[config.mk]
export PLATFORM = sky130hd
export DESIGN_NAME = dac_ctl
export DESIGN_NICKNAME = d
export VERILOG_FILES = /design/src/rtl/dac_ctl_pkg.sv /design/src/rtl/frame_if.sv /design/src/rtl/link_rx.sv /design/src/rtl/wake_timer.sv /design/src/rtl/dac_ctl.sv
export SDC_FILE = /design/constraint.sdc
export NUM_CORES = 1
export LEC_CHECK = 0
export ABC_AREA = 1
export BUFFER_PORTS_ARGS = -buffer_cell sky130_fd_sc_hd__buf_2
export CAP_MARGIN = 10
export CORE_MARGIN = 1
export CORE_UTILIZATION = 35
export CTS_CLUSTER_DIAMETER = 150
export DETAILED_ROUTE_END_ITERATION = 8
export PLACE_DENSITY_LB_ADDON = 0.2
export SLEW_MARGIN = 20
export SYNTH_ARGS = -nofsm -noshare
export SYNTH_HDL_FRONTEND = slang
export SYNTH_SLANG_ARGS = --single-unit
[constraint.sdc]
create_clock -name i_ref_clk -period 1.7 [get_ports i_ref_clk]
set_clock_uncertainty 0.1 [all_clocks]
set_input_delay 0.085 -clock i_ref_clk [delete_from_list [all_inputs] [get_ports i_ref_clk]]
set_output_delay 0.085 -clock i_ref_clk [all_outputs]
set_load 0.03 [all_outputs]
[src/rtl/dac_ctl_pkg.sv]
// constants shared by the dual converter control logic
// Summary of operation
// - two registers per channel: holding, output
// - holding registers load without touching outputs
// - transparent load writes output register directly
// - output changes only with its output register
// - reset powers channels down, 100k termination
// - reset clears holding and output registers
// - power commands accepted any time
// - code field is straight unsigned binary
// - input ignored after sixteenth bit
// - select falling edge re-arms the input
// - 16-bit word, msb first, command on top
// - 0000/0001 transparent load A/B
// - 0100/0101 holding load A/B only
// - 1000/1001 holding to output A/B
// - 1100 transparent load both channels
// - 1101 holding load both channels
// - 1110 transfer both holding registers
// - 1111 power control by code bits
// - sample on falling shift clock edges
// - early select rise discards partial word
// - power-down keeps register contents
package dac_ctl_pkg;
   localparam int WORD_W = 16;
   localparam int CODE_W = 12;
   localparam int ADDR_W = 8;
   localparam logic [3:0] CMD_XPAR_A = 4'h0;
   localparam logic [3:0] CMD_XPAR_B = 4'h1;
   localparam logic [3:0] CMD_HOLD_A = 4'h4;
   localparam logic [3:0] CMD_HOLD_B = 4'h5;
   localparam logic [3:0] CMD_XFER_A = 4'h8;
   localparam logic [3:0] CMD_XFER_B = 4'h9;
   localparam logic [3:0] CMD_XPAR_AB = 4'hC;
   localparam logic [3:0] CMD_HOLD_AB = 4'hD;
   localparam logic [3:0] CMD_XFER_AB = 4'hE;
   localparam logic [3:0] CMD_POWER = 4'hF;
   localparam int PWR_BOTH_BIT = 4;
   localparam int PWR_SEL_B_BIT = 2;
   localparam logic [1:0] PD_WAKE = 2'h0;
   localparam logic [1:0] PD_FLOAT = 2'h1;
   localparam logic [1:0] PD_1K = 2'h2;
   localparam logic [1:0] PD_100K = 2'h3;
   localparam logic [1:0] PD_RST = PD_100K;
   localparam logic [11:0] CODE_RST = 12'h000;
   localparam logic CTRL_EN_RST = 1'b1;
   localparam int CTRL_EN_BIT = 0;
   localparam logic [7:0] OFF_CTRL = 8'h00;
   localparam logic [7:0] OFF_CMD = 8'h04;
   localparam logic [7:0] OFF_CHAN_A = 8'h08;
   localparam logic [7:0] OFF_CHAN_B = 8'h0C;
   localparam logic [7:0] OFF_STATUS = 8'h10;
   localparam logic [1:0] RESP_OKAY = 2'h0;
   localparam logic [1:0] RESP_DECERR = 2'h3;
   localparam int CLK_MHZ = 50;
   localparam int WAKE_NS = 8000;
   localparam int WAKE_CYC = (WAKE_NS * CLK_MHZ + 999) / 1000;
   localparam logic [4:0] LAST_BIT = 5'h0F;
endpackage

[src/rtl/frame_if.sv]
// carrier for received frames between link receiver and core
`timescale 1ns/100ps
`default_nettype none
interface frame_if;
   logic valid;
   logic [15:0] word;
   logic armed;
   modport rx (output valid, output word, output armed);
   modport core (input valid, input word, input armed);
endinterface
`default_nettype wire

[src/rtl/link_rx.sv]
// serial frame receiver sampled on the system clock
`timescale 1ns/100ps
`default_nettype none
module link_rx (
   input wire logic i_ref_clk,
   input wire logic i_srst,
   input wire logic i_link_en,
   input wire logic i_frame_sel_n,
   input wire logic i_shift_clk,
   input wire logic i_serial_data,
   frame_if.rx frame
);
   typedef struct packed {
      logic [2:0] s1;
      logic [2:0] s2;
      logic sck_prev;
      logic sel_prev;
      logic armed;
      logic [4:0] cnt;
      logic [15:0] shreg;
      logic valid;
      logic [15:0] word;
   } rx_t;
   rx_t q;
   rx_t n;
   logic sel_n;
   logic sck;

   assign sel_n = q.s2[2];
   assign sck = q.s2[1];

   always_comb
   begin
      n = q;
      n.valid = 1'b0;
      n.s1 = {i_frame_sel_n, i_shift_clk, i_serial_data};
      n.s2 = q.s1;
      n.sck_prev = sck;
      n.sel_prev = sel_n;
      if (q.sel_prev && !sel_n && i_link_en)
      begin
         n.armed = 1'b1;
         n.cnt = 5'h00;
      end
      else if (q.armed && sel_n)
      begin
         n.armed = 1'b0;
      end
      else if (q.armed && q.sck_prev && !sck)
      begin
         n.shreg = {q.shreg[14:0], q.s2[0]};
         n.cnt = q.cnt + 5'h01;
         if (q.cnt == dac_ctl_pkg::LAST_BIT)
         begin
            n.armed = 1'b0;
            n.valid = 1'b1;
            n.word = {q.shreg[14:0], q.s2[0]};
         end
      end
   end

   always_ff @(posedge i_ref_clk)
   begin
      if (i_srst)
         q <= '{s1: 3'h7, s2: 3'h7, sck_prev: 1'b1, sel_prev: 1'b1, default: '0};
      else
         q <= n;
   end

   assign frame.valid = q.valid;
   assign frame.word = q.word;
   assign frame.armed = q.armed;
endmodule // link_rx
`default_nettype wire

[src/rtl/wake_timer.sv]
// recovery timer started by a wake-up command
`timescale 1ns/100ps
`default_nettype none
module wake_timer (
   input wire logic i_ref_clk,
   input wire logic i_srst,
   input wire logic i_start,
   output logic o_busy
);
   typedef struct packed {
      logic [8:0] cnt;
      logic busy;
   } wt_t;
   wt_t q;
   wt_t n;

   always_comb
   begin
      n = q;
      if (i_start)
      begin
         n.cnt = 9'(dac_ctl_pkg::WAKE_CYC - 1);
         n.busy = 1'b1;
      end
      else if (q.cnt != 9'h000)
         n.cnt = q.cnt - 9'h001;
      else
         n.busy = 1'b0;
   end

   always_ff @(posedge i_ref_clk)
   begin
      if (i_srst)
         q <= '0;
      else
         q <= n;
   end

   assign o_busy = q.busy;
endmodule // wake_timer
`default_nettype wire

[src/rtl/dac_ctl.sv]
// dual converter command decoder with register bus slave
//
// Implementation choices: the AXI4-Lite register port and the register offsets.
`timescale 1ns/100ps
`default_nettype none
module dac_ctl (
   input wire logic i_ref_clk,
   input wire logic i_srst,
   input wire logic i_frame_sel_n,
   input wire logic i_shift_clk,
   input wire logic i_serial_data,
   input wire logic [7:0] i_awaddr,
   input wire logic i_awvalid,
   output logic o_awready,
   input wire logic [31:0] i_wdata,
   input wire logic [3:0] i_wstrb,
   input wire logic i_wvalid,
   output logic o_wready,
   output logic [1:0] o_bresp,
   output logic o_bvalid,
   input wire logic i_bready,
   input wire logic [7:0] i_araddr,
   input wire logic i_arvalid,
   output logic o_arready,
   output logic [31:0] o_rdata,
   output logic [1:0] o_rresp,
   output logic o_rvalid,
   input wire logic i_rready,
   output logic [11:0] o_channel_a_output,
   output logic [11:0] o_channel_b_output,
   output logic [1:0] o_pd_mode_a,
   output logic [1:0] o_pd_mode_b,
   output logic o_wake_busy
);
   typedef struct packed {
      logic link_en;
      logic [11:0] hold_a;
      logic [11:0] hold_b;
      logic [11:0] dac_a;
      logic [11:0] dac_b;
      logic [1:0] pd_a;
      logic [1:0] pd_b;
      logic sw_pend;
      logic [15:0] sw_word;
      logic [3:0] last_cmd;
      logic [7:0] frames;
      logic aw_got;
      logic [7:0] aw_addr;
      logic w_got;
      logic [31:0] w_data;
      logic [3:0] w_strb;
      logic awready;
      logic wready;
      logic bvalid;
      logic [1:0] bresp;
      logic arready;
      logic rvalid;
      logic [31:0] rdata;
      logic [1:0] rresp;
   } core_t;

   core_t q;
   core_t n;
   logic exe;
   logic [15:0] word;
   logic [3:0] cmd;
   logic [11:0] code;
   logic sel_a;
   logic sel_b;
   logic wake_start;
   logic busy;

   frame_if frame ();

   link_rx u_rx (
      .i_ref_clk(i_ref_clk),
      .i_srst(i_srst),
      .i_link_en(q.link_en),
      .i_frame_sel_n(i_frame_sel_n),
      .i_shift_clk(i_shift_clk),
      .i_serial_data(i_serial_data),
      .frame(frame.rx)
   );

   wake_timer u_wake (
      .i_ref_clk(i_ref_clk),
      .i_srst(i_srst),
      .i_start(wake_start),
      .o_busy(busy)
   );

   function automatic logic [5:0] widx(input logic [7:0] a);
      return a[7:2];
   endfunction

   function automatic logic is_mapped(input logic [7:0] a);
      return widx(a) == widx(dac_ctl_pkg::OFF_CTRL)
         || widx(a) == widx(dac_ctl_pkg::OFF_CMD)
         || widx(a) == widx(dac_ctl_pkg::OFF_CHAN_A)
         || widx(a) == widx(dac_ctl_pkg::OFF_CHAN_B)
         || widx(a) == widx(dac_ctl_pkg::OFF_STATUS);
   endfunction

   function automatic logic [31:0] chan_word(input logic [11:0] h, input logic [11:0] d);
      return {4'h0, h, 4'h0, d};
   endfunction

   function automatic logic is_listed(input logic [3:0] c);
      return c inside {dac_ctl_pkg::CMD_XPAR_A, dac_ctl_pkg::CMD_XPAR_B,
         dac_ctl_pkg::CMD_HOLD_A, dac_ctl_pkg::CMD_HOLD_B,
         dac_ctl_pkg::CMD_XFER_A, dac_ctl_pkg::CMD_XFER_B,
         dac_ctl_pkg::CMD_XPAR_AB, dac_ctl_pkg::CMD_HOLD_AB,
         dac_ctl_pkg::CMD_XFER_AB, dac_ctl_pkg::CMD_POWER};
   endfunction

   // a link frame and a bus command in one cycle: the bus one waits a cycle
   always_comb
   begin
      exe = 1'b0;
      word = q.sw_word;
      if (frame.valid)
      begin
         exe = 1'b1;
         word = frame.word;
      end
      else if (q.sw_pend)
      begin
         exe = 1'b1;
      end
   end

   assign cmd = word[15:12];
   assign code = word[11:0];
   assign sel_a = code[dac_ctl_pkg::PWR_BOTH_BIT] || !code[dac_ctl_pkg::PWR_SEL_B_BIT];
   assign sel_b = code[dac_ctl_pkg::PWR_BOTH_BIT] || code[dac_ctl_pkg::PWR_SEL_B_BIT];

   always_comb
   begin
      n = q;
      wake_start = 1'b0;
      if (exe)
      begin
         if (!frame.valid)
            n.sw_pend = 1'b0;
         n.last_cmd = cmd;
         n.frames = q.frames + 8'h01;
         // input register made transparent: both stages take the code
         unique case (cmd)
            dac_ctl_pkg::CMD_XPAR_A:
            begin
               n.hold_a = code;
               n.dac_a = code;
            end
            dac_ctl_pkg::CMD_XPAR_B:
            begin
               n.hold_b = code;
               n.dac_b = code;
            end
            dac_ctl_pkg::CMD_HOLD_A:
               n.hold_a = code;
            dac_ctl_pkg::CMD_HOLD_B:
               n.hold_b = code;
            dac_ctl_pkg::CMD_XFER_A:
               n.dac_a = q.hold_a;
            dac_ctl_pkg::CMD_XFER_B:
               n.dac_b = q.hold_b;
            dac_ctl_pkg::CMD_XPAR_AB:
            begin
               n.hold_a = code;
               n.hold_b = code;
               n.dac_a = code;
               n.dac_b = code;
            end
            dac_ctl_pkg::CMD_HOLD_AB:
            begin
               n.hold_a = code;
               n.hold_b = code;
            end
            dac_ctl_pkg::CMD_XFER_AB:
            begin
               n.dac_a = q.hold_a;
               n.dac_b = q.hold_b;
            end
            dac_ctl_pkg::CMD_POWER:
            begin
               // no gating: power commands run even while recovering
               if (sel_a)
                  n.pd_a = code[1:0];
               if (sel_b)
                  n.pd_b = code[1:0];
               wake_start = code[1:0] == dac_ctl_pkg::PD_WAKE
                  && ((sel_a && q.pd_a != dac_ctl_pkg::PD_WAKE)
                  || (sel_b && q.pd_b != dac_ctl_pkg::PD_WAKE));
            end
            default:
               n.last_cmd = cmd;
         endcase
      end

      if (q.awready && i_awvalid)
      begin
         n.aw_got = 1'b1;
         n.aw_addr = i_awaddr;
      end
      if (q.wready && i_wvalid)
      begin
         n.w_got = 1'b1;
         n.w_data = i_wdata;
         n.w_strb = i_wstrb;
      end
      if (q.bvalid && i_bready)
         n.bvalid = 1'b0;
      if (n.aw_got && n.w_got && !q.bvalid)
      begin
         n.aw_got = 1'b0;
         n.w_got = 1'b0;
         n.bvalid = 1'b1;
         n.bresp = is_mapped(n.aw_addr) ? dac_ctl_pkg::RESP_OKAY : dac_ctl_pkg::RESP_DECERR;
         if (widx(n.aw_addr) == widx(dac_ctl_pkg::OFF_CTRL) && n.w_strb[0])
            n.link_en = n.w_data[dac_ctl_pkg::CTRL_EN_BIT];
         if (widx(n.aw_addr) == widx(dac_ctl_pkg::OFF_CMD) && n.w_strb[1:0] == 2'h3)
         begin
            n.sw_pend = 1'b1;
            n.sw_word = n.w_data[15:0];
         end
      end
      n.awready = !n.aw_got && !n.bvalid;
      n.wready = !n.w_got && !n.bvalid;

      if (q.rvalid && i_rready)
         n.rvalid = 1'b0;
      if (q.arready && i_arvalid)
      begin
         n.rvalid = 1'b1;
         n.rresp = dac_ctl_pkg::RESP_OKAY;
         n.rdata = 32'h0000_0000;
         unique case (widx(i_araddr))
            widx(dac_ctl_pkg::OFF_CTRL):
               n.rdata = {31'h0000_0000, q.link_en};
            widx(dac_ctl_pkg::OFF_CMD):
               n.rdata = {15'h0000, q.sw_pend, q.sw_word};
            widx(dac_ctl_pkg::OFF_CHAN_A):
               n.rdata = chan_word(q.hold_a, q.dac_a);
            widx(dac_ctl_pkg::OFF_CHAN_B):
               n.rdata = chan_word(q.hold_b, q.dac_b);
            widx(dac_ctl_pkg::OFF_STATUS):
               n.rdata = {8'h00, q.frames, 4'h0, q.last_cmd,
                  2'h0, frame.armed, busy, q.pd_b, q.pd_a};
            default:
               n.rresp = dac_ctl_pkg::RESP_DECERR;
         endcase
      end
      n.arready = !n.rvalid;
   end

   always_ff @(posedge i_ref_clk)
   begin
      if (i_srst)
      begin
         q <= '0;
         q.link_en <= dac_ctl_pkg::CTRL_EN_RST;
         q.hold_a <= dac_ctl_pkg::CODE_RST;
         q.hold_b <= dac_ctl_pkg::CODE_RST;
         q.dac_a <= dac_ctl_pkg::CODE_RST;
         q.dac_b <= dac_ctl_pkg::CODE_RST;
         q.pd_a <= dac_ctl_pkg::PD_RST;
         q.pd_b <= dac_ctl_pkg::PD_RST;
      end
      else
      begin
         q <= n;
      end
   end

   assign o_awready = q.awready;
   assign o_wready = q.wready;
   assign o_bresp = q.bresp;
   assign o_bvalid = q.bvalid;
   assign o_arready = q.arready;
   assign o_rdata = q.rdata;
   assign o_rresp = q.rresp;
   assign o_rvalid = q.rvalid;
   assign o_channel_a_output = q.dac_a;
   assign o_channel_b_output = q.dac_b;
   assign o_pd_mode_a = q.pd_a;
   assign o_pd_mode_b = q.pd_b;
   assign o_wake_busy = busy;
endmodule // dac_ctl
`default_nettype wire

==> results.json, run 1 <==
{
  "cpPeakStageDelay_ns": 0.33,
  "antenna_found_initial": 0,
  "gr-total-overflow": 0,
  "dieWidth_um": 169,
  "combPwrFrac": 0.120,
  "rows": 60,
  "synthArstFlopShare": 0,
  "p_leak_nw": 5.13,
  "layout-drive-gt1-share": 0.223,
  "yosys-top-cells-area": "dfxtp_1 (41%), nand2_1 (13%), a21oi_1 (5.9%)",
  "finalCriticalPeriod_ns": 1.65,
  "rr_endpoint": "q[162]",
  "wl_um": 26600,
  "placed_cell_area_um2": 10400,
  "min_path_type": "primary input to flop",
  "crit_required_ns": 1.93,
  "hold_end": "o_rdata[12]",
  "timing.rr.start": "u_rx.frame.valid",
  "yosysSeqAreaShare": 0.410,
  "synth_seq_cells": 199,
  "timing.max_cap.violations": 0,
  "clkSlewWorstSetupHoldPaths_ns": 0.08,
  "rrSetupSlack_ns": 0.05,
  "hold_viol": 0,
  "die-area_um2": 28400,
  "whs_path_depth": 5,
  "grt_pass1_vias": 8001,
  "p_int_mw": 7.39,
  "syn_inst": 1365,
  "ys_warn_count": 0,
  "cp.depth": 11,
  "vias": 8570,
  "netlist.area_leader.share": 0.410,
  "cp_top_family": "buffers and inverters",
  "seqPwrFrac": 0.476,
  "crit_type": "flop to flop",
  "min-delay-start": "i_araddr[3]",
  "drt_iter0_drc": 562,
  "synthDistinctLibCells": 40,
  "clock_sinks": 199,
  "cts_tree": "built",
  "power_per_cell_area_nw_per_um2": 875,
  "clk_path_buf_depth": 2,
  "synth_area_um2": 9710,
  "place_inst": 1776,
  "numCtsBuffers": 17,
  "grt_pass1_wl_um": 42100,
  "drc": 0,
  "min_period_over_period": 0.968,
  "wl_per_cell_um": 14.3,
  "start_kind": "flop",
  "run_status": "completed",
  "worstPathArrival_ns": 1.88,
  "fmax_mhz": 608,
  "irDropWorstVdd_mv": 0.556,
  "end_kind": "flop",
  "synth_commonest_cells": "nand2_1 (334), dfxtp_1 (199), nor2_1 (145)",
  "final_nets": 1541,
  "synth_most_common_cell": "nand2_1",
  "core-area_um2": 27100,
  "cp-startpoint": "u_rx.frame.valid",
  "path_buf_inv": 4,
  "ctsHtreeMaxLevel": 4,
  "grtUsageTotal": 0.189,
  "maxSlewViolCount": 0,
  "syn2layout_area_growth_pct": 20.3,
  "grt_max_degree": 92,
  "antenna_left": 0,
  "die_h_um": 169,
  "drt-vias-per-instance": 4.61,
  "p_switching_mw": 2.83,
  "rsz0062_at_grt": "true",
  "gp_congestion": 0.856,
  "reg2reg_depth": 11,
  "synth_top_area_cell": "dfxtp_1",
  "ios": 132,
  "synth.avg_cell_area_um2": 7.11,
  "dp_hpwl_um": 19300,
  "layoutNonFillerInstCount": 1859,
  "ys_dominant_reg_cell": "dfxtp_1",
  "insertion_delay_ns": 0.44,
  "portBuffers": 105,
  "swShare": 0.277,
  "crit_slowest_cell": "dfxtp_2",
  "antenna_cells": 0,
  "clkPwrFrac": 0.404,
  "crit_fanout": 14,
  "path_cells": "buf_12 > inv_8 > nand2_2 > nand2_4 > buf_4 > nand2_1 > nand2_2 > nand2_4 > buf_4 > o21ai_1 > nor2_1",
  "finalSetupViolCount": 0,
  "cts_root_buf": "clkbuf_16",
  "timing.setup.tns_ns": 0,
  "synth-edff-count": 0,
  "final_cell_area_um2": 11700,
  "first_pass_iters": 5,
  "start_util": 0.358
}
routing by layer:
metal | vias to the layer above | GRT usage | routed length [um] | share of wire
met5 | - | 0 | 0 | 0
met4 | 0 | 0.0802 | 832 | 0.031
met3 | 41 | 0.0274 | 908 | 0.034
met2 | 183 | 0.309 | 12300 | 0.46
met1 | 3866 | 0.249 | 12500 | 0.47
li1 | 4480 | - | - | -
power by group through the flow:
stage	logic, mW	clock network (mW)	registers (mW)
5_1_grt	1.38	4.44	4.89
6_report	1.23	4.13	4.87
2_1_floorplan	0.880	0	4.98
4_1_cts	1.23	4.22	4.86
3_5_place_dp	1.16	0	4.97
3_3_place_gp	1.15	0	4.97
cells by family after synthesis:
| logic type | after synthesis | share of synthesized area |
|---|---|---|
| simple gates | 684 | 0.313 |
| buf+inv | 270 | 0.144 |
| flops | 199 | 0.410 |
| compound gates | 184 | 0.104 |
| mux | 16 | 0.0165 |
| xor+xnor | 6 | 0.00541 |
| fa+ha+maj | 5 | 0.00644 |
| other cells | 1 | 0.000386 |
repair_timing:
action | in CTS | in global routing
setup buffers | 0 | 11
endpoints found under the setup margin | 33 | 93
cloned | 0 | 5
resized for setup | 7 | 59
hold buffers | 35 | 0
endpoints found under the hold margin | 71 | 0
pin swaps | 2 | 11
worst max-delay path by stage:
| stage | endpoint | slack (ns) |
|---|---|---|
| 2_1_floorplan | q[168] | 0.006 |
| 3_3_place_gp | o_channel_b_output[5] | -0.04 |
| 3_5_place_dp | q[151] | -0.08 |
| 4_1_cts | q[151] | 0.004 |
| 5_1_grt | q[160] | -0.05 |
| 6_report | q[162] | 0.05 |
worst reg2reg max path: stages (launching register included):
cell and delay (ns):
dfxtp_2 0.33, buf_12 0.15, inv_8 0.08, nand2_2 0.07
nand2_4 0.11, buf_4 0.12, nand2_1 0.05, nand2_2 0.11
nand2_4 0.10, buf_4 0.15, o21ai_1 0.12, nor2_1 0.05
stage by stage:
step	hold WS (ns)	util	setup slack [ns]	power (mW)
global placement	0.168	0.384	-0.0369	6.12
CTS	0.00663	0.419	0.00421	10.3
floorplan	0.0888	-	0.00589	5.86
detailed placement	0.169	0.384	-0.0842	6.13
finish	0.0189	0.431	0.0546	10.2
global route	0.0355	0.431	-0.0496	10.7
flip-flops by register name (all words and copies together) (netlist names), 2 cells and up:
register            count
o_pd_mode_a             2
o_rdata                28
u_rx.q                 23
q                      80
u_rx.frame.word        16
o_channel_a_output     12
o_channel_b_output     12
u_wake.q                9
u_rx.n                  5
o_pd_mode_b             2
layout by cell type (no fill, tap or decap), types with 7 or more instances in the layout:
cell type,instances
clkbuf_16,18
nand4_1,28
nor2_1,136
dlygate4sd3_1,35
a21oi_1,113
nand2_1,327
inv_8,7
or2_2,11
nand2_4,15
dfxtp_1,196
buf_4,56
buf_2,104
mux2i_1,16
o21ai_0,27
nand3_1,106
o21ai_1,14
a21oi_2,18
nor2_2,12
inv_1,131
nand2_2,31
buf_6,7
buf_12,9
area by class of cell:
cell class / count / area (um2)
Timing Repair Buffer: 212 / 1580
Tap cell: 372 / 465
Timing Repair inverter: 1 / 7.51
Clock buffer: 18 / 429
Fill cell: 2846 / 15400
Sequential cell: 199 / 3990
Inverter: 141 / 563
Multi-Input combinational cell: 902 / 4500
Clock inverter: 14 / 158
(Power assumes the default switching activity.)
==> inputs of run 2 (changes only) <==
Settings changed: CELL_PAD_IN_SITES_DETAIL_PLACEMENT set to 1, CELL_PAD_IN_SITES_GLOBAL_PLACEMENT set to 1.
==> run 2 against run 1 <==
Effect of this change: clock-buffer cell count grew 1; first-iteration DRC count shrank 13%; non-clock buffer count grew 9; utilization grew 1.1 points; combinational power grew 6%; critical path depth is the same; sequential share of layout area shrank 0.82 points; register-to-register slack lost 0.02 ns.
==> results.json, run 2 (synthesized netlist as in run 1, its figures left out) <==
{
  "clock_sinks": 199,
  "top_register": "q",
  "min_period_over_period": 0.982,
  "rsz0062_at_grt": "true",
  "end_kind": "flop",
  "drc": 0,
  "finish.utilization": 0.442,
  "ios": 132,
  "wl_um": 31100,
  "most-common-layout-cells": "nand2_1 (321), dfxtp_1 (194), nor2_1 (140)",
  "fmax_mhz": 599,
  "timing.rr.start": "u_rx.frame.valid",
  "antenna_left": 0,
  "cts_root_buf": "clkbuf_16",
  "rrSetupSlack_ns": 0.03,
  "dp_hpwl_um": 21900,
  "grt_pass1_vias": 8993,
  "grt_pass1_wl_um": 47900,
  "start_kind": "flop",
  "die-area_um2": 28400,
  "ctsHtreeMaxLevel": 4,
  "finalSetupViolCount": 0,
  "largest_register_ffs": 80,
  "reg2reg_depth": 11,
  "fillers": 3422,
  "dieWidth_um": 169,
  "irDropWorstVdd_mv": 0.645,
  "die_h_um": 169,
  "layout_commonest_cell": "nand2_1",
  "drt-vias-per-instance": 4.81,
  "multi_input_area_um2": 4600,
  "crit_fanout": 8,
  "timing.max_cap.violations": 0,
  "cts_tree": "built",
  "cp-startpoint": "u_rx.frame.valid",
  "grt_max_degree": 60,
  "first_pass_iters": 4,
  "vias": 8974,
  "wl_per_cell_um": 16.7,
  "worstPathArrival_ns": 1.91,
  "clkSlewWorstSetupHoldPaths_ns": 0.07,
  "drt_iter0_drc": 488,
  "core-area_um2": 27100,
  "antenna_cells": 0,
  "final_nets": 1549,
  "power_per_cell_area_nw_per_um2": 879,
  "run_status": "completed",
  "syn2layout_area_growth_pct": 23.3,
  "numCtsBuffers": 17,
  "gr-total-overflow": 0,
  "crit_required_ns": 1.94,
  "grtUsageTotal": 0.218,
  "start_util": 0.358,
  "finalCriticalPeriod_ns": 1.67,
  "insertion_delay_ns": 0.46,
  "seq_area_um2": 3990,
  "crit_type": "flop to flop",
  "timing.setup.tns_ns": 0,
  "maxSlewViolCount": 0,
  "whs_ns": 0.0153,
  "gp_congestion": 0.875,
  "endpoint": "o_channel_b_output[0]",
  "hold_viol": 0,
  "min_path_type": "primary input to flop",
  "layout-drive-gt1-share": 0.238,
  "antenna_found_initial": 0,
  "clk_path_buf_depth": 2,
  "rr_endpoint": "o_channel_b_output[0]",
  "p_leak_nw": 5.21,
  "portBuffers": 105,
  "rows": 60
}
[run 2: cell count changes in the layout (fill, tap and decap cells not counted), moves of 6 or more]
cell	change
nand3_1	-11
nor2_2	-6
nand2_1	-6
nand3_2	+11
[run 2: worst max-delay path: stages, from the launching register on]
cell and delay (ns):
dfxtp_2 0.35, buf_6 0.15, clkinv_8 0.08, nand2_4 0.08
nand2_4 0.08, nor2_2 0.16, nand2_4 0.11, buf_4 0.15
nand3_1 0.09, nand3_1 0.10, nand2_1 0.07, inv_1 0.04
[run 2: area by class of cell]
class                   count  share of cell area
inverters                 141              0.0466
clock inverters            13              0.0145
repair buffers            221               0.144
clock buffers              19              0.0378
flip-flops and latches    199               0.333
multi-input cells         902               0.385
well taps                 372              0.0389
[run 2: worst min-delay path by stage]
stage / start / end / slack, ns / depth (start not counted)
after floorplan: i_serial_data / u_rx.n[41] / 0.09 / 1
after global placement: i_shift_clk / u_rx.n[42] / 0.17 / 2
after detailed placement: i_frame_sel_n / u_rx.n[43] / 0.17 / 2
after CTS: i_awaddr[3] / q[81] / 0.006 / 6
after global routing: i_awaddr[7] / q[85] / 0.04 / 6
final: i_awaddr[7] / q[85] / 0.02 / 6
[run 2: metal layers]
layer,GRT usage,wire [um]
met1,0.289,14400
met3,0.0381,1360
met4,0.0715,766
met2,0.360,14600
met5,0,0
[run 2: where the power goes]
group          internal, mW  total [mW]  switching, mW
logic                 0.507        1.30          0.790
registers              4.79        4.86         0.0734
clock network          2.33        4.36           2.03
total                  7.63        10.5           2.90
[run 2: timing repair]
action / in CTS / in global routing
endpoints found under the setup margin: 41 / 80
setup buffers: 2 / 5
pin swaps: 3 / 31
hold buffers: 35 / 0
gates resized for setup: 11 / 76
gates cloned: 0 / 9
hold endpoints to repair: 55 / 0
[run 2: per-stage QoR]
step | setup slack, ns | power (mW) | cells | instance area, um2
6_report | 0.0314 | 10.5 | 1867 | 12000
2_1_floorplan | 0.00589 | 5.86 | 1368 | 9720
4_1_cts | 0.0186 | 10.6 | 1853 | 11500
3_3_place_gp | -0.0173 | 6.15 | 1784 | 10500
5_1_grt | -0.0413 | 11.0 | 1867 | 12000
3_5_place_dp | -0.0895 | 6.19 | 1784 | 10500
